<file path="src/common/cbs_map.svh">
// constants of the codec boot sequencer: message fields, timing and counts
`ifndef CBS_MAP_SVH
`define CBS_MAP_SVH
// ==========================================================
// clock and timing
`define CBS_CLK_HZ 10000000
`define CBS_BOOT_WAIT_MS 265
`define CBS_GAP_US 25
`define CBS_DEBOUNCE_MS 3
`define CBS_SCLK_HALF 8'h23
// ==========================================================
// message format
`define CBS_MSG_BITS 5'h18
`define CBS_DATA_FIRST_BIT 5'h10
`define CBS_NUM_SEL 2
`define CBS_SEL_ALL 2'h3
`define CBS_CHIP_WRITE 8'h08
`define CBS_CHIP_READ 8'h09
`define CBS_RW_BIT 5'h10
// ==========================================================
// codec register addresses and boot values (only non-zero settings)
`define CBS_REG_PLL0 8'h00
`define CBS_REG_DAC0 8'h02
`define CBS_REG_DAC1 8'h03
`define CBS_REG_MUTES 8'h05
`define CBS_REG_ADC0 8'h0E
`define CBS_REG_ADC1 8'h0F
`define CBS_REG_ADC2 8'h10
`define CBS_VAL_DAC0 8'h40
`define CBS_VAL_DAC1 8'h04
`define CBS_VAL_ADC0 8'h02
`define CBS_VAL_ADC1 8'h20
`define CBS_VAL_ADC2 8'h68
`define CBS_VAL_PLL0 8'h80
`define CBS_VAL_MUTE 8'hFF
`define CBS_VAL_UNMUTE 8'h00
`define CBS_PAD_BYTE 8'h00
`define CBS_LAST_MSG 3'h5
`endif

</file>
<file path="src/common/cbs_pkg.sv">
// types of the codec boot sequencer
package cbs_pkg;
  `include "cbs_map.svh"

  // ==========================================================
  // shifter
  typedef enum logic [2:0] {SH_IDLE, SH_LEAD, SH_LOW, SH_HIGH, SH_TRAIL} cbs_sh_st_t;

  typedef struct packed {
    cbs_sh_st_t st;
    logic [7:0] cnt;
    logic [4:0] bit_idx;
    logic [23:0] shreg;
    logic rd_cmd;
    logic [7:0] rx;
    logic sclk;
    logic mosi;
    logic [`CBS_NUM_SEL-1:0] sel_n;
    logic done;
    logic [7:0] rdata;
  } cbs_sh_state_t;

  // ==========================================================
  // sequencer
  typedef enum logic [3:0] {
    TS_BOOT, TS_CFG, TS_CFG_BUSY, TS_GAP, TS_IDLE,
    TS_MUTE_BUSY, TS_MUTED, TS_UNMUTE_BUSY
  } cbs_top_st_t;

  typedef struct packed {
    logic clear_s1;
    logic clear_s2;
    logic mute_s1;
    logic mute_s2;
    logic miso_s1;
    logic miso_s2;
    logic mute_stable;
    logic [15:0] deb_cnt;
    cbs_top_st_t st;
    logic [23:0] wcnt;
    logic [2:0] idx;
    logic start;
    logic [31:0] word;
    logic cfg_done;
  } cbs_top_state_t;
endpackage : cbs_pkg

</file>
<file path="src/common/cbs_spi_if.sv">
// link between the sequencer and its serial shifter
`timescale 1ns/1ps
`include "cbs_map.svh"
interface cbs_spi_if;
  logic clr;
  logic start;
  logic [23:0] word;
  logic [`CBS_NUM_SEL-1:0] mask;
  logic miso;
  logic done;
  logic [7:0] rdata;
  logic sclk;
  logic mosi;
  logic [`CBS_NUM_SEL-1:0] sel_n;
  modport seq (output clr, start, word, mask, miso, input done, rdata, sclk, mosi, sel_n);
  modport shf (input clr, start, word, mask, miso, output done, rdata, sclk, mosi, sel_n);
endinterface : cbs_spi_if

</file>
<file path="src/hw/cbs_spi_shift.sv">
// 24-bit serial shifter: clock idles high, msb first, one frame per message
`timescale 1ns/1ps
`include "cbs_map.svh"
module cbs_spi_shift
  import cbs_pkg::*;
(
  input wire logic clk_in,
  input wire logic reset_n_in,
  cbs_spi_if.shf sp
);
  cbs_sh_state_t q;
  cbs_sh_state_t d;
  localparam cbs_sh_state_t SH_RESET = '{st: SH_IDLE, cnt: 8'h00, bit_idx: 5'h00, shreg: 24'h00_0000,
    rd_cmd: 1'b0, rx: 8'h00, sclk: 1'b1, mosi: 1'b0, sel_n: {`CBS_NUM_SEL{1'b1}}, done: 1'b0, rdata: 8'h00};

  // ==========================================================
  // frame sequencing
  always_comb begin
    d = q;
    d.done = 1'b0;
    d.cnt = q.cnt + 8'h01;
    case (q.st)
      SH_IDLE: begin
        d.cnt = 8'h00;
        d.sclk = 1'b1;
        if (sp.start) begin
          d.shreg = sp.word;
          d.rd_cmd = sp.word[`CBS_RW_BIT];
          d.sel_n = ~sp.mask;
          d.bit_idx = 5'h00;
          d.st = SH_LEAD;
        end
      end
      SH_LEAD: begin
        if (q.cnt == `CBS_SCLK_HALF - 8'h01) begin
          d.cnt = 8'h00;
          d.st = SH_LOW;
        end
      end
      SH_LOW: begin
        // falling clock, next bit presented msb first
        d.sclk = 1'b0;
        d.mosi = q.shreg[23];
        if (q.cnt == `CBS_SCLK_HALF - 8'h01) begin
          d.cnt = 8'h00;
          d.sclk = 1'b1;
          d.st = SH_HIGH;
        end
      end
      SH_HIGH: begin
        if (q.cnt == `CBS_SCLK_HALF - 8'h01) begin
          d.cnt = 8'h00;
          d.shreg = {q.shreg[22:0], 1'b0};
          // sample the codec output late in the high phase
          if (q.rd_cmd && q.bit_idx >= `CBS_DATA_FIRST_BIT) begin
            d.rx = {q.rx[6:0], sp.miso};
          end
          d.bit_idx = q.bit_idx + 5'h01;
          // select held low through all 24 bits
          if (q.bit_idx == `CBS_MSG_BITS - 5'h01) begin
            d.st = SH_TRAIL;
          end else begin
            d.st = SH_LOW;
          end
        end
      end
      SH_TRAIL: begin
        if (q.cnt == `CBS_SCLK_HALF - 8'h01) begin
          d.sel_n = {`CBS_NUM_SEL{1'b1}};
          d.done = 1'b1;
          if (q.rd_cmd) begin
            d.rdata = q.rx;
          end
          d.st = SH_IDLE;
        end
      end
      default: begin
        d = SH_RESET;
      end
    endcase
    if (sp.clr) begin
      d = SH_RESET;
    end
  end

  // ==========================================================
  // state register
  always_ff @(posedge clk_in or negedge reset_n_in) begin
    if (!reset_n_in) begin
      q <= SH_RESET;
    end else begin
      q <= d;
    end
  end

  assign sp.sclk = q.sclk;
  assign sp.mosi = q.mosi;
  assign sp.sel_n = q.sel_n;
  assign sp.done = q.done;
  assign sp.rdata = q.rdata;
endmodule : cbs_spi_shift

</file>
<file path="src/hw/cbs_boot_top.sv">
// codec boot sequencer: power-up wait, configuration writes, mute and unmute
// Operation
// - block is serial master: drives clock and data; codec output sampled only on read commands, which the sequencer never sends
// - select line held high from reset, before any sequencing
// - wait 265 ms after start-up before the first message
// - each transaction is exactly 24 bits inside one select assertion
// - messages held as 32-bit words; padding byte never shifted
// - only registers with non-zero settings are written at boot
// - chip address field identical for every family member
// - write-only, so several codecs may share one select
// - one select output per codec, both asserted together to frame every message
// - select is active low; codec accepts only while low
// - mute input ignored until configuration is finished
// - mute low sends one all-DAC mute message, then wait for high
// - mute high sends one unmute message, then back to idle
// - master clear low holds reset; release restarts boot from start
// - on a read command the returned data byte is captured
// - first byte is chip address shifted left, r/w in bit zero
// - mute writes 0xFF to DAC mute register, unmute writes zero
// - serial clock idles high between transactions
// - select stays low for all 24 bits; one frame per message
`timescale 1ns/1ps
`include "cbs_map.svh"

module cbs_boot_top
  import cbs_pkg::*;
#(
  parameter int BOOT_WAIT_CYCLES = (`CBS_CLK_HZ / 1000) * `CBS_BOOT_WAIT_MS,
  parameter int DEBOUNCE_CYCLES = (`CBS_CLK_HZ / 1000) * `CBS_DEBOUNCE_MS
)
(
  input wire logic clk_in,
  input wire logic reset_n_in,
  input wire logic master_clear_n_in,
  input wire logic mute_n_in,
  input wire logic control_serial_in_in,
  output logic control_serial_clock_out,
  output logic control_serial_out_out,
  output logic [`CBS_NUM_SEL-1:0] control_select_n_out,
  output logic config_done_out,
  output logic [7:0] read_data_out
);
  // terminal counts of the wait, gap and debounce timers
  localparam int GAP_CYCLES = (`CBS_CLK_HZ / 1000000) * `CBS_GAP_US;
  localparam logic [23:0] BOOT_LAST = 24'(BOOT_WAIT_CYCLES - 1);
  localparam logic [23:0] GAP_LAST = 24'(GAP_CYCLES - 1);
  localparam logic [15:0] DEB_LAST = 16'(DEBOUNCE_CYCLES - 1);
  localparam cbs_top_state_t TOP_RESET = '{
    clear_s1: 1'b0,
    clear_s2: 1'b0,
    mute_s1: 1'b1,
    mute_s2: 1'b1,
    miso_s1: 1'b0,
    miso_s2: 1'b0,
    mute_stable: 1'b1,
    deb_cnt: 16'h0000,
    st: TS_BOOT,
    wcnt: 24'h00_0000,
    idx: 3'h0,
    start: 1'b0,
    word: 32'h0000_0000,
    cfg_done: 1'b0
  };

  // sequencer state and its next value
  cbs_top_state_t q;
  cbs_top_state_t d;
  cbs_spi_if sp ();

  // ==========================================================
  // message builder: pad, chip write address, register, data
  function automatic logic [31:0] build_msg(input logic [7:0] reg_addr, input logic [7:0] val);
    build_msg = {`CBS_PAD_BYTE, `CBS_CHIP_WRITE, reg_addr, val};
  endfunction : build_msg

  // boot table, non-zero settings only
  function automatic logic [31:0] boot_msg(input logic [2:0] idx);
    case (idx)
      3'h0: boot_msg = build_msg(`CBS_REG_DAC0, `CBS_VAL_DAC0);
      3'h1: boot_msg = build_msg(`CBS_REG_DAC1, `CBS_VAL_DAC1);
      3'h2: boot_msg = build_msg(`CBS_REG_ADC0, `CBS_VAL_ADC0);
      3'h3: boot_msg = build_msg(`CBS_REG_ADC1, `CBS_VAL_ADC1);
      3'h4: boot_msg = build_msg(`CBS_REG_ADC2, `CBS_VAL_ADC2);
      default: boot_msg = build_msg(`CBS_REG_PLL0, `CBS_VAL_PLL0);
    endcase
  endfunction : boot_msg

  // ==========================================================
  // sequencer next state
  always_comb begin
    d = q;
    d.start = 1'b0;
    // two-stage synchronisers for pin inputs
    d.clear_s1 = master_clear_n_in;
    d.clear_s2 = q.clear_s1;
    d.mute_s1 = mute_n_in;
    d.mute_s2 = q.mute_s1;
    d.miso_s1 = control_serial_in_in;
    d.miso_s2 = q.miso_s1;
    // debounce: level must hold for the whole window
    if (q.mute_s2 != q.mute_stable) begin
      if (q.deb_cnt == DEB_LAST) begin
        d.mute_stable = q.mute_s2;
        d.deb_cnt = 16'h0000;
      end else begin
        d.deb_cnt = q.deb_cnt + 16'h0001;
      end
    end else begin
      d.deb_cnt = 16'h0000;
    end
    // boot, configuration and mute sequencing
    case (q.st)
      TS_BOOT: begin
        // power-up wait before the first message
        if (q.wcnt == BOOT_LAST) begin
          d.wcnt = 24'h00_0000;
          d.idx = 3'h0;
          d.st = TS_CFG;
        end else begin
          d.wcnt = q.wcnt + 24'h00_0001;
        end
      end
      TS_CFG: begin
        // launch the next boot message
        d.start = 1'b1;
        d.word = boot_msg(q.idx);
        d.st = TS_CFG_BUSY;
      end
      TS_CFG_BUSY: begin
        if (sp.done) begin
          if (q.idx == `CBS_LAST_MSG) begin
            d.cfg_done = 1'b1;
            d.st = TS_IDLE;
          end else begin
            d.idx = q.idx + 3'h1;
            d.wcnt = 24'h00_0000;
            d.st = TS_GAP;
          end
        end
      end
      TS_GAP: begin
        // spacing between configuration frames
        if (q.wcnt == GAP_LAST) begin
          d.st = TS_CFG;
        end else begin
          d.wcnt = q.wcnt + 24'h00_0001;
        end
      end
      TS_IDLE: begin
        // mute only reachable once configuration is done
        if (!q.mute_stable) begin
          d.start = 1'b1;
          d.word = build_msg(`CBS_REG_MUTES, `CBS_VAL_MUTE);
          d.st = TS_MUTE_BUSY;
        end
      end
      TS_MUTE_BUSY: begin
        if (sp.done) begin
          d.st = TS_MUTED;
        end
      end
      TS_MUTED: begin
        // unmute once the debounced input is back high
        if (q.mute_stable) begin
          d.start = 1'b1;
          d.word = build_msg(`CBS_REG_MUTES, `CBS_VAL_UNMUTE);
          d.st = TS_UNMUTE_BUSY;
        end
      end
      TS_UNMUTE_BUSY: begin
        if (sp.done) begin
          d.st = TS_IDLE;
        end
      end
      default: begin
        d.st = TS_BOOT;
      end
    endcase
    // master clear holds the sequence at its first step
    if (!q.clear_s2) begin
      d = TOP_RESET;
      d.clear_s1 = master_clear_n_in;
      d.clear_s2 = q.clear_s1;
      d.mute_s1 = mute_n_in;
      d.mute_s2 = q.mute_s1;
      d.miso_s1 = control_serial_in_in;
      d.miso_s2 = q.miso_s1;
    end
  end

  // ==========================================================
  // state register
  always_ff @(posedge clk_in or negedge reset_n_in) begin
    if (!reset_n_in) begin
      q <= TOP_RESET;
    end else begin
      q <= d;
    end
  end

  // ==========================================================
  // shifter link
  assign sp.clr = ~q.clear_s2;
  assign sp.start = q.start;
  assign sp.word = q.word[23:0];
  assign sp.mask = `CBS_SEL_ALL;
  assign sp.miso = q.miso_s2;

  cbs_spi_shift u_shift (
    .clk_in(clk_in),
    .reset_n_in(reset_n_in),
    .sp(sp)
  );

  // pins straight from shifter flops, done from the sequencer flop; select high from reset
  assign control_serial_clock_out = sp.sclk;
  assign control_serial_out_out = sp.mosi;
  assign control_select_n_out = sp.sel_n;
  assign config_done_out = q.cfg_done;
  assign read_data_out = sp.rdata;
endmodule : cbs_boot_top

</file>
<file path="config.mk">
export PLATFORM = sky130hd
export DESIGN_NAME = cbs_boot_top
export DESIGN_NICKNAME = d
export VERILOG_FILES = /design/src/common/cbs_pkg.sv /design/src/common/cbs_spi_if.sv /design/src/hw/cbs_spi_shift.sv /design/src/hw/cbs_boot_top.sv
export VERILOG_INCLUDE_DIRS = /design/src /design/src/common
export SDC_FILE = /design/constraint.sdc
export NUM_CORES = 1
export LEC_CHECK = 0
export BUFFER_PORTS_ARGS = -buffer_cell sky130_fd_sc_hd__buf_2
export CAP_MARGIN = 20
export CORE_MARGIN = 3
export CORE_UTILIZATION = 35
export DETAILED_ROUTE_END_ITERATION = 10
export GPL_ROUTABILITY_DRIVEN = 0
export PLACE_DENSITY = 0.54
export SLEW_MARGIN = 20
export SYNTH_ARGS = -nofsm -noshare
export SYNTH_HDL_FRONTEND = slang
export SYNTH_HIERARCHICAL = 1
export SYNTH_SLANG_ARGS = --single-unit
</file>
<file path="constraint.sdc">
create_clock -name clk_in -period 4.86 [get_ports clk_in]
set_input_delay 1.458 -clock clk_in [delete_from_list [all_inputs] [get_ports clk_in]]
set_output_delay 1.458 -clock clk_in [all_outputs]
set_load 0.03 [all_outputs]
</file>
After elaboration in Yosys (flattened, before gate mapping)
Cells that the tools add are included.
{"block": "totals", "ff_bits": 142, "out_inout_bits": 13, "word_cells": 157}
{"block": "classes", "n_addsub": 5, "magnitude_cmp": 1, "eq_ne": 53, "muxes": 50, "reduce_logical": 23}
{"operator": "$pmux 33 s3", "count": 1}
{"operator": "$pmux 29 s3", "count": 1}
{"operator": "$mux 82", "count": 1}
{"operator": "$pmux 24 s3", "count": 1}
{"operator": "$mux 33", "count": 2}
{"operator": "$pmux 13 s5", "count": 1}
{"operator": "$mux 62", "count": 1}
{"operator": "$mux 24", "count": 2}
{"operator": "$mux 40", "count": 1}
{"operator": "$mux 11", "count": 3}
{"operator": "$mux 16", "count": 2}
{"operator": "$pmux 4 s8", "count": 1}
{"operator": "$pmux 8 s4", "count": 1}
{"operator": "$mux 31", "count": 1}
{"operator": "$mux 30", "count": 1}
{"operator": "$mux 27", "count": 1}
{"operator": "$ne 3x2->1 const B", "count": 9}
{"operator": "$add 24x1->24 const B", "count": 1}
{"operator": "$eq 24x22->1 const B", "count": 1}
{"operator": "$eq 24x8->1 const B", "count": 1}
{"operator": "$mux 4", "count": 6}
{"operator": "$mux 8", "count": 3}
{"operator": "$ne 3x3->1 const B", "count": 7}
{"operator": "$pmux 9 s2", "count": 1}
{"operator": "37 further kinds", "count": 82}

Logic depth before layout (Yosys ltp)
Gate-level depths: netlist of the first run.
{"block": "logic_depth", "ltp_word": 6, "mapped_depth": 9, "depth_no_buf": 8}

Hierarchy
The synthesis of the first run kept the hierarchy.
{"mod": "cbs_boot_top", "n_inst": 1, "cells_each": 359, "area_per_inst_um2": 3488.3, "seq_area_each_um2": 1705.4}
{"mod": "cbs_spi_shift", "n_inst": 1, "cells_each": 280, "area_per_inst_um2": 3129.3, "seq_area_each_um2": 1555.2}

Worst setup path after synthesis of the first run
No wires, ideal clock.
{"block": "synth_timing", "path_type": "register to register", "from": "register q[86] (netlist name)", "to": "register u_shift/q[30] in the netlist's numbering", "t_arrival_ns": 2.128, "required_time_ns": 4.732, "setup_slack_ns": 2.605, "path_stages_with_launch": 8, "path_buffers": 2, "period_less_slack_ns": 2.255, "cell_sequence": "dfrtp_1 -> clkbuf_1 -> clkinv_1 -> nand4bb_1 -> o21ba_2 -> nor2_2 -> buf_4 -> mux2_1"}
{"element": "end signal: assignment", "line_no": "cbs_spi_shift.sv:90", "source": "q <= SH_RESET;"}
{"element": "end signal: assignment", "line_no": "cbs_spi_shift.sv:92", "source": "q <= d;"}
{"element": "end: declaration", "line_no": "cbs_spi_shift.sv:11", "source": "cbs_sh_state_t q;"}

Worst setup path after layout of the first run
{"block": "layout_timing", "from": "register u_shift/q[51] in the netlist's numbering", "to": "register u_shift/q[23] in the netlist's numbering"}
{"block": "layout_between", "elab_chain_cells": 3}
{"element": "$eq 8x6->1", "line_no": "cbs_spi_shift.sv:51", "source": "if (q.cnt == `CBS_SCLK_HALF - 8'h01) begin"}
{"element": "$ne 3x2->1 (no line)"}
{"element": "$reduce_and 3->1 (no line)"}
Every way passes these cells.
A chain may end at the register's enable or synchronous reset.

==> flow_summary_export.csv, run 1 <==
group,metric,value,unit
drt,drtPass1Iterations,5,
setup_path,r2r_start,"u_shift/q[51]",
min_path,worstHoldPathType,"reg2reg",
clock_tree,clkTransAtPathRegs,0.06,ns
power_and_ir_drop,finalPower,2.43,mW
sta,hold_viol_final,0,
power_and_ir_drop,switching_share,0.216,
sta,worst_hold_slack,0.350,ns
sta,period_share,0.572,
setup_path,slowest_stage,"nor2_2",
clock_tree,clock_latency,0.42,ns
placement,portBuffers,17,
drt,drt-total-wl,13.3,mm
clock_tree,cts_tree,"built",
power_and_ir_drop,p_comb_frac,0.028,
power_and_ir_drop,power_density,327,nW/µm²
floorplanning,start_util,0.362,
outcome,status,"completed",
run,maxCapViolCount,0,
setup_path,crit_fanout,21,
global_routing,antenna_found_initial,0,
global_routing,grt_pass1_wl,22.9,mm
yosys,synth_cell_type_count,73,
floorplanning,dieArea,20600,µm²
setup_path,worstPathRequired,5.16,ns
yosys,seq_area_frac_synth,0.493,
placement,detailed_place_hpwl,8.76,mm
yosys,syn_avg_cell_area,10.4,µm²
yosys,synthArstFlopShare,1.00,
floorplanning,die_h,144,µm
setup_path,cp-start-kind,"register",
sta,maxSlewViolCount,0,
clock_tree,cts_max_level,4,
power_and_ir_drop,p_clk_frac,0.517,
power_and_ir_drop,max-vdd-ir-drop,0.232,mV
finish,seq_area,3260,µm²
floorplanning,core,18300,µm²
sta,fmax,360,MHz
floorplanning,pin_count,18,
clock_tree,clock_path_buffers,2,
floorplanning,fp.dieW,144,µm
global_routing,grt_overflow,0,
yosys,yosysTopAreaCell,"dfrtp_1",
finish,final_design_area_no_fill,7440,µm²
global_routing,grt_usage,0.138,
setup_path,ff2ff_path_depth,6,
yosys,synth_edf_count,0,
yosys,syn_inst,639,
finish,insertedDiodeCount,0,
setup_path,cp.arrival,3.08,ns
sta,maxSlewHeadroom,0.324,
placement,preCtsSetupSlack,2.11,ns
yosys,synthFlopType,"dfrtp_1",
power_and_ir_drop,seq_power_share,0.454,
sta,setup_tns,0,ns
floorplanning,rows,49,
drt,avgRoutedWirePerCell,15.0,µm
yosys,ys_ff_latch,130,
drt,ant_nets,0,
finish,multi_input_area,3100,µm²
power_and_ir_drop,p_int,1.90,mW
placement,placed_area,6840,µm²
clock_tree,cts_made_buffers,17,
sta,rsz0062_at_grt,"false",
power_and_ir_drop,leakage,3.21,nW
yosys,syn_area,6620,µm²
drt,drc,0,
finish,fillers,1748,
setup_path,cp_cell_sequence,"inv_1, ha_1, nand4bb_1, o21ba_2, nor2_2, mux2_2",
finish,nets,664,
setup_path,cpPeakStageDelay,0.57,ns
setup_path,r2r_slack,2.08,ns
drt,dr_total_vias,4715,
finish,drive_gt1_frac,0.144,
setup_path,critical_path_class,"reg2reg",
yosys,yosysTopAreaCellShare,0.469,
global_routing,grt_pass1_vias,4627,
clock_tree,cts_setup_buffers,0,
setup_path,worst_setup_path_end_kind,"register",
sta,setup_slack,2.08,ns
yosys,ys.warnings.count,6,
drt,via_per_inst,5.30,
clock_tree,cts_resized,0,
global_routing,grt_max_degree,76,
setup_path,cp-startpoint,"u_shift/q[51]",
finish,area_growth,12.4,%
sta,fin_skew,0.00779,ns
clock_tree,holdBufCountCts,0,
clock_tree,cts_sinks,130,
setup_path,reg2reg_to,"u_shift/q[23]",
clock_tree,cts-root-buf,"clkbuf_16",
sta,tightest_slew,1.01,ns
drt,drt_iter0_drc,361,
setup_path,crit_end,"u_shift/q[23]",
power_and_ir_drop,p_sw,526,µW
sta,setup_viol,0,
yosys,yosys-top-cells-area,"dfrtp_1, nor2_1, a22o_1",
sta,fin_crit,2.78,ns
-- final cells by class --
class | instances | area share
sequential | 130 | 0.438
multi-input combinational | 458 | 0.417
clock inverter | 10 | 0.0148
timing repair buffer | 21 | 0.0175
tap | 229 | 0.0385
inverter | 20 | 0.0101
clock buffer | 22 | 0.0638
-- how the worst min path moves through the flow --
stage	depth (start not counted)	slack, ns	from	to
CTS	0	0.35	q[87]	q[86]
global placement	0	0.33	q[83]	sp.miso
detailed placement	0	0.34	q[87]	q[86]
finish	0	0.35	q[87]	q[86]
global route	0	0.35	q[87]	q[86]
floorplan	0	0.33	q[87]	q[86]
-- registers in the layout, indices dropped and copies added, names as in the netlist --
signal and flops:
config_done_out 1, q 65, sp.miso 1, sp.start 1, u_shift/q 49, u_shift/sp.done 1
u_shift/sp.mosi 1, u_shift/sp.rdata 8, u_shift/sp.sclk 1, u_shift/sp.sel_n 2
-- synth_stat cells, types with 5 or more instances --
master and count:
a22o_1 19, and3_1 10, xor2_1 18, nor2_1 63
mux2_2 10, inv_1 19, nor3_1 7, a22oi_1 15
o31ai_1 13, dfstp_2 6, xnor2_1 18, a21o_1 5
mux2_1 5, nor2b_1 6, a21oi_1 24, nand3b_1 5
and4_1 6, a221o_1 6, nand4_1 12, nand3_1 20
or3_1 13, nand2_1 38, nor4_1 9, ha_1 11
clkbuf_1 14, and2_1 7, o2bb2ai_1 12, buf_4 12
o21ai_0 33, dfrtp_1 124, buf_2 12
-- metal layers --
metal,up-vias,wire length [µm],track usage
li1,2314,-,-
met1,2328,6540,0.186
met2,63,6200,0.210
met3,10,463,0.0446
met4,0,133,0.0500
met5,-,0,0
-- stage by stage --
stage | cells | util
floorplan | 650 | -
global placement | 858 | 0.374
detailed placement | 858 | 0.374
CTS | 890 | 0.406
global route | 890 | 0.407
finish | 890 | 0.407
-- placed cells by master (no fill, tap or decap), types with 5 or more instances in the layout --
master and n:
mux2_2 10, xor2_1 18, mux2_1 5, nand3b_1 5, conb_1 13, nand4_1 12
a22oi_1 15, inv_1 19, clkbuf_16 17, and2_1 7, o21ai_0 33, xnor2_1 18
a22o_1 19, nand3_1 20, ha_1 11, nor4_1 8, dfrtp_1 124, nor3_1 6
dfstp_2 6, a221o_1 6, nand2_1 38, o2bb2ai_1 12, o31ai_1 13, nor2b_1 6
and4_1 6, or3_1 13, and3_1 10, a21oi_1 24, a21o_1 5, buf_2 16
nor2_1 63
-- cells by family after synthesis --
logic type,count (synthesis),synth area share
other,2,0.00113
AO/OA/AOI/OAI,157,0.175
XOR/XNOR,36,0.0476
multiplexers,20,0.0338
buffers and inverters,62,0.0476
adder cells (fa/ha/maj),11,0.0208
AND/OR/NAND/NOR,221,0.181
flip-flops,130,0.493
-- critical path: cells and delay by family (launching register included) --
family | cells | cell delay, ns
AOI/OAI and AO/OA | 1 | 0.54
adders and majority gates | 1 | 0.14
buffers and inverters | 1 | 0.07
DFF | 1 | 0.41
muxes | 1 | 0.40
and+or+nand+nor | 2 | 1.08
-- power by group through the flow --
stage	clock network (mW)	registers, mW	logic [mW]
after detailed placement	0	1.12	0.0710
after global placement	0	1.12	0.0683
final	1.26	1.10	0.0689
after global routing	1.34	1.11	0.0794
after CTS	1.29	1.10	0.0710
after floorplan	0	1.12	0.0387
Note: power is estimated with default switching activity, not from simulation.
==> run 2, diff against run 1 <==
==> constraint.sdc (replaced) <==
create_clock -name clk_in -period 2.7 [get_ports clk_in]
set_input_delay 0.81 -clock clk_in [delete_from_list [all_inputs] [get_ports clk_in]]
set_output_delay 0.81 -clock clk_in [all_outputs]
set_load 0.03 [all_outputs]
==> flow_summary_export.csv, run 2 (synthesis gave the netlist of run 1 again) <==
group,metric,value,unit
outcome,status,"completed",
power_and_ir_drop,power_density,581,nW/µm²
min_path,worstHoldPathType,"in2async",
drt,drt_iter0_drc,329,
clock_tree,cts-root-buf,"clkbuf_16",
clock_tree,clock_latency,0.42,ns
sta,hold_viol_final,0,
finish,largest_reg_flops,65,
sta,setup_slack,0.387,ns
setup_path,cp-startpoint,"q[35]",
floorplanning,pin_count,18,
setup_path,cp-start-kind,"register",
global_routing,grt_usage,0.142,
drt,drc,0,
sta,setup_tns,0,ns
setup_path,reg2reg_to,"q[60]",
finish,final_common_cell,"dfrtp_1",
placement,detailed_place_hpwl,9.15,mm
setup_path,crit_fanout,6,
setup_path,worst_setup_path_end_kind,"register",
clock_tree,cts_max_level,4,
clock_tree,cts_tree,"built",
finish,drive_gt1_frac,0.162,
finish,nets,680,
clock_tree,cts_sinks,130,
clock_tree,clock_path_buffers,2,
drt,ant_nets,0,
drt,avgRoutedWirePerCell,14.8,µm
sta,period_share,0.857,
setup_path,ff2ff_path_depth,8,
finish,final_cell_mix,"dfrtp_1, nor2_1, nand2_1",
sta,fin_crit,2.31,ns
floorplanning,die_h,144,µm
sta,maxSlewHeadroom,0.361,
power_and_ir_drop,finalPower,4.39,mW
sta,tightest_slew,0.958,ns
power_and_ir_drop,p_comb_frac,0.031,
clock_tree,cts_resized,0,
sta,setup_viol,0,
sta,fmax,432,MHz
setup_path,critical_path_class,"reg2reg",
global_routing,grt_pass1_vias,4831,
floorplanning,dieArea,20600,µm²
global_routing,grt_overflow,0,
finish,final_design_area_no_fill,7560,µm²
sta,fin_skew,0.00675,ns
floorplanning,rows,49,
setup_path,r2r_start,"q[35]",
power_and_ir_drop,p_int,3.42,mW
clock_tree,clkTransAtPathRegs,0.06,ns
clock_tree,cts_made_buffers,17,
finish,insertedDiodeCount,0,
floorplanning,fp.dieW,144,µm
power_and_ir_drop,seq_power_share,0.452,
setup_path,r2r_slack,0.39,ns
floorplanning,start_util,0.362,
drt,dr_total_vias,4768,
placement,preCtsSetupSlack,0.391,ns
setup_path,worstPathRequired,3.00,ns
finish,regMostFlops,"q",
global_routing,grt_max_degree,74,
power_and_ir_drop,p_sw,972,µW
drt,via_per_inst,5.26,
power_and_ir_drop,max-vdd-ir-drop,0.434,mV
setup_path,crit_end,"q[60]",
floorplanning,core,18300,µm²
power_and_ir_drop,p_clk_frac,0.517,
finish,fin_util,0.414,
global_routing,antenna_found_initial,0,
sta,maxSlewViolCount,0,
drt,drtPass1Iterations,4,
placement,placed_area,6970,µm²
finish,area_growth,14.2,%
setup_path,cp.arrival,2.61,ns
power_and_ir_drop,leakage,3.30,nW
power_and_ir_drop,switching_share,0.221,
clock_tree,holdBufCountCts,0,
global_routing,grt_pass1_wl,23.6,mm
clock_tree,cts_setup_buffers,0,
sta,rsz0062_at_grt,"false",
drt,drt-total-wl,13.4,mm
run,maxCapViolCount,0,
placement,portBuffers,17,
-- run 2: cell type report --
cell class | instances | area, µm²
fillers | 1761 | 10700
flip-flops and latches | 130 | 3260
multi-input cells | 458 | 3080
clock buffers | 20 | 457
well taps | 229 | 287
repair buffers | 37 | 263
clock inverters | 12 | 131
inverters | 20 | 75.1
-- run 2: power by group through the flow --
stage / clock [mW] / combinational, mW / sequential [mW]
final: 2.27 / 0.135 / 1.99
after global routing: 2.43 / 0.155 / 1.99
after CTS: 2.35 / 0.140 / 1.98
after detailed placement: 0 / 0.139 / 2.02
after global placement: 0 / 0.135 / 2.02
after floorplan: 0 / 0.0696 / 2.02
-- run 2: worst min path at each step --
stage / startpoint / endpoint / slack, ns / cells after the start
2_1_floorplan: q[87] / q[86] / 0.33 / 0
5_1_grt: reset_n_in / u_shift/q[50] / 0.30 / 1
4_1_cts: reset_n_in / u_shift/q[17] / 0.29 / 1
3_3_place_gp: q[83] / sp.miso / 0.34 / 0
6_report: reset_n_in / u_shift/q[50] / 0.30 / 1
3_5_place_dp: q[83] / sp.miso / 0.34 / 0
-- run 2: layer usage --
metal	wire length [µm]	track usage	up-vias
met3	376	0.0396	14
met4	173	0.0481	0
met1	6540	0.186	2341
met2	6290	0.226	72
met5	0	0	-
li1	-	-	2341
-- run 2: critical path, stage by stage, from the launching register on --
cell      delay [ns]
dfrtp_1         0.39
inv_1           0.09
ha_1            0.21
a21boi_2        0.26
o21ai_1         0.13
and2_1          0.23
o21a_1          0.21
or3_1           0.37
mux2_4          0.30
-- run 2: through the flow --
| stage | cells | hold slack [ns] |
|---|---|---|
| after floorplan | 650 | 0.331 |
| after global placement | 874 | 0.337 |
| after detailed placement | 874 | 0.340 |
| after CTS | 906 | 0.295 |
| after global routing | 906 | 0.303 |
| final | 906 | 0.300 |
==> run 3, diff against run 2 <==
--- a/config.mk
+++ b/config.mk
@@ -9,10 +9,10 @@
 export BUFFER_PORTS_ARGS = -buffer_cell sky130_fd_sc_hd__buf_2
 export CAP_MARGIN = 20
 export CORE_MARGIN = 3
-export CORE_UTILIZATION = 35
+export CORE_UTILIZATION = 40
 export DETAILED_ROUTE_END_ITERATION = 10
 export GPL_ROUTABILITY_DRIVEN = 0
-export PLACE_DENSITY = 0.54
+export PLACE_DENSITY = 0.59
 export SLEW_MARGIN = 20
 export SYNTH_ARGS = -nofsm -noshare
 export SYNTH_HDL_FRONTEND = slang
==> flow_summary_export.csv, run 3 (synthesis gave the netlist of run 1 again) <==
group,metric,value,unit
outcome,status,"completed",
clock_tree,cts_resized,0,
global_routing,grt_pass1_wl,23.6,mm
global_routing,grt_usage,0.159,
setup_path,worst_setup_path_end_kind,"register",
drt,avgRoutedWirePerCell,15.2,µm
setup_path,cp-start-kind,"register",
clock_tree,cts_max_level,4,
run,maxCapViolCount,0,
placement,preCtsSetupSlack,0.332,ns
sta,setup_tns,0,ns
setup_path,cp.arrival,2.68,ns
power_and_ir_drop,leakage,3.31,nW
setup_path,crit_fanout,7,
finish,nets,679,
min_path,worstHoldPathType,"reg2reg",
global_routing,grt_pass1_vias,4864,
sta,period_share,0.884,
finish,regMostFlops,"q",
floorplanning,pin_count,18,
finish,area_growth,14.1,%
setup_path,r2r_start,"q[34]",
sta,maxSlewViolCount,0,
finish,drive_gt1_frac,0.158,
min_path,min_to,"q[86]",
clock_tree,cts_tree,"built",
global_routing,use_met2,0.261,
sta,fin_skew,0.00673,ns
floorplanning,fp.dieW,135,µm
setup_path,worstPathRequired,2.99,ns
sta,rsz0062_at_grt,"false",
finish,final_common_cell,"dfrtp_1",
sta,setup_viol,0,
clock_tree,cts-root-buf,"clkbuf_16",
sta,worst_hold_slack,0.347,ns
setup_path,cpPeakStageDelay,0.44,ns
floorplanning,dieArea,18100,µm²
setup_path,cp_cell_sequence,"ha_1, a21boi_2, o21ai_1, and2_1, o21a_1, or3_1, mux2_4",
min_path,min_from,"q[87]",
finish,largest_reg_flops,65,
sta,tightest_slew,0.633,ns
finish,insertedDiodeCount,0,
floorplanning,die_h,135,µm
placement,detailed_place_hpwl,9.27,mm
sta,fmax,419,MHz
sta,maxSlewHeadroom,0.578,
clock_tree,clock_path_buffers,2,
global_routing,grt_overflow,0,
clock_tree,cts_setup_buffers,0,
clock_tree,cts_made_buffers,17,
setup_path,critical_path_class,"reg2reg",
power_and_ir_drop,max-vdd-ir-drop,0.414,mV
clock_tree,cts_sinks,130,
global_routing,grt.busiest_layer,"met2",
finish,final_cell_mix,"dfrtp_1, nor2_1, nand2_1",
clock_tree,clock_latency,0.41,ns
drt,drc,0,
clock_tree,clkTransAtPathRegs,0.05,ns
placement,portBuffers,17,
global_routing,antenna_found_initial,0,
global_routing,grt_use_met3,0.0410,
setup_path,r2r_slack,0.31,ns
setup_path,slowest_stage,"dfrtp_1",
drt,drt-total-wl,13.5,mm
drt,via_per_inst,5.43,
global_routing,grt_max_degree,47,
drt,dr_total_vias,4841,
drt,drtPass1Iterations,5,
floorplanning,start_util,0.412,
min_path,holdPathStages,0,
sta,setup_slack,0.314,ns
global_routing,grt_util_met1,0.211,
sta,hold_viol_final,0,
setup_path,ff2ff_path_depth,7,
setup_path,reg2reg_to,"q[60]",
drt,drt_iter0_drc,352,
power_and_ir_drop,power_density,592,nW/µm²
sta,fin_crit,2.39,ns
clock_tree,holdBufCountCts,0,
floorplanning,core,16100,µm²
drt,ant_nets,0,
power_and_ir_drop,finalPower,4.47,mW
floorplanning,rows,46,
[run 3: cell count changes in the layout (fill, tap and decap cells not counted)]
cell,previous run,this run
inv_6,2,0
bufinv_16,2,3
buf_4,19,18
clkbuf_8,2,3
clkinvlp_4,4,2
clkbuf_1,1,3
[run 3: power breakdown]
part	internal (mW)	switching [mW]	total (mW)
combinational	0.0406	0.0948	0.135
sequential	1.97	0.0138	1.99
clock	1.52	0.825	2.35
[run 3: worst max-delay path, delay by kind of cell, from the launching register on]
kind            cells  cell delay (ns)
compound gates      3             0.61
simple gates        2             0.59
flops               1             0.44
fa+ha+maj           1             0.32
mux                 1             0.30
[run 3: layer usage]
layer,wire length [µm],share of wire
met4,114,0.0084
met1,6370,0.47
met5,0,0
met2,6600,0.49
met3,465,0.034
[run 3: cell type report]
cell class | count | area (µm²)
Multi-Input combinational cell | 458 | 3080
Clock inverter | 9 | 129
Fill cell | 1464 | 8510
Timing Repair Buffer | 36 | 255
Clock buffer | 23 | 478
Sequential cell | 130 | 3260
Tap cell | 216 | 270
Inverter | 20 | 75.1
[run 3: worst max path at each step]
stage / slack [ns] / startpoint / to / cells after the start
after global placement: 0.41 / q[34] / q[60] / 7
after global routing: 0.17 / q[35] / q[52] / 9
after detailed placement: 0.33 / q[34] / q[60] / 7
final: 0.31 / q[34] / q[60] / 7
after CTS: 0.32 / q[34] / q[60] / 7
after floorplan: 0.44 / q[86] / u_shift/q[30] / 7
[run 3: through the flow]
stage,cells,cell area (µm²),utilization
6_report,892,7550,0.470
3_5_place_dp,860,6940,0.432
2_1_floorplan,650,6660,-
4_1_cts,892,7550,0.470
5_1_grt,892,7550,0.470
3_3_place_gp,860,6940,0.432
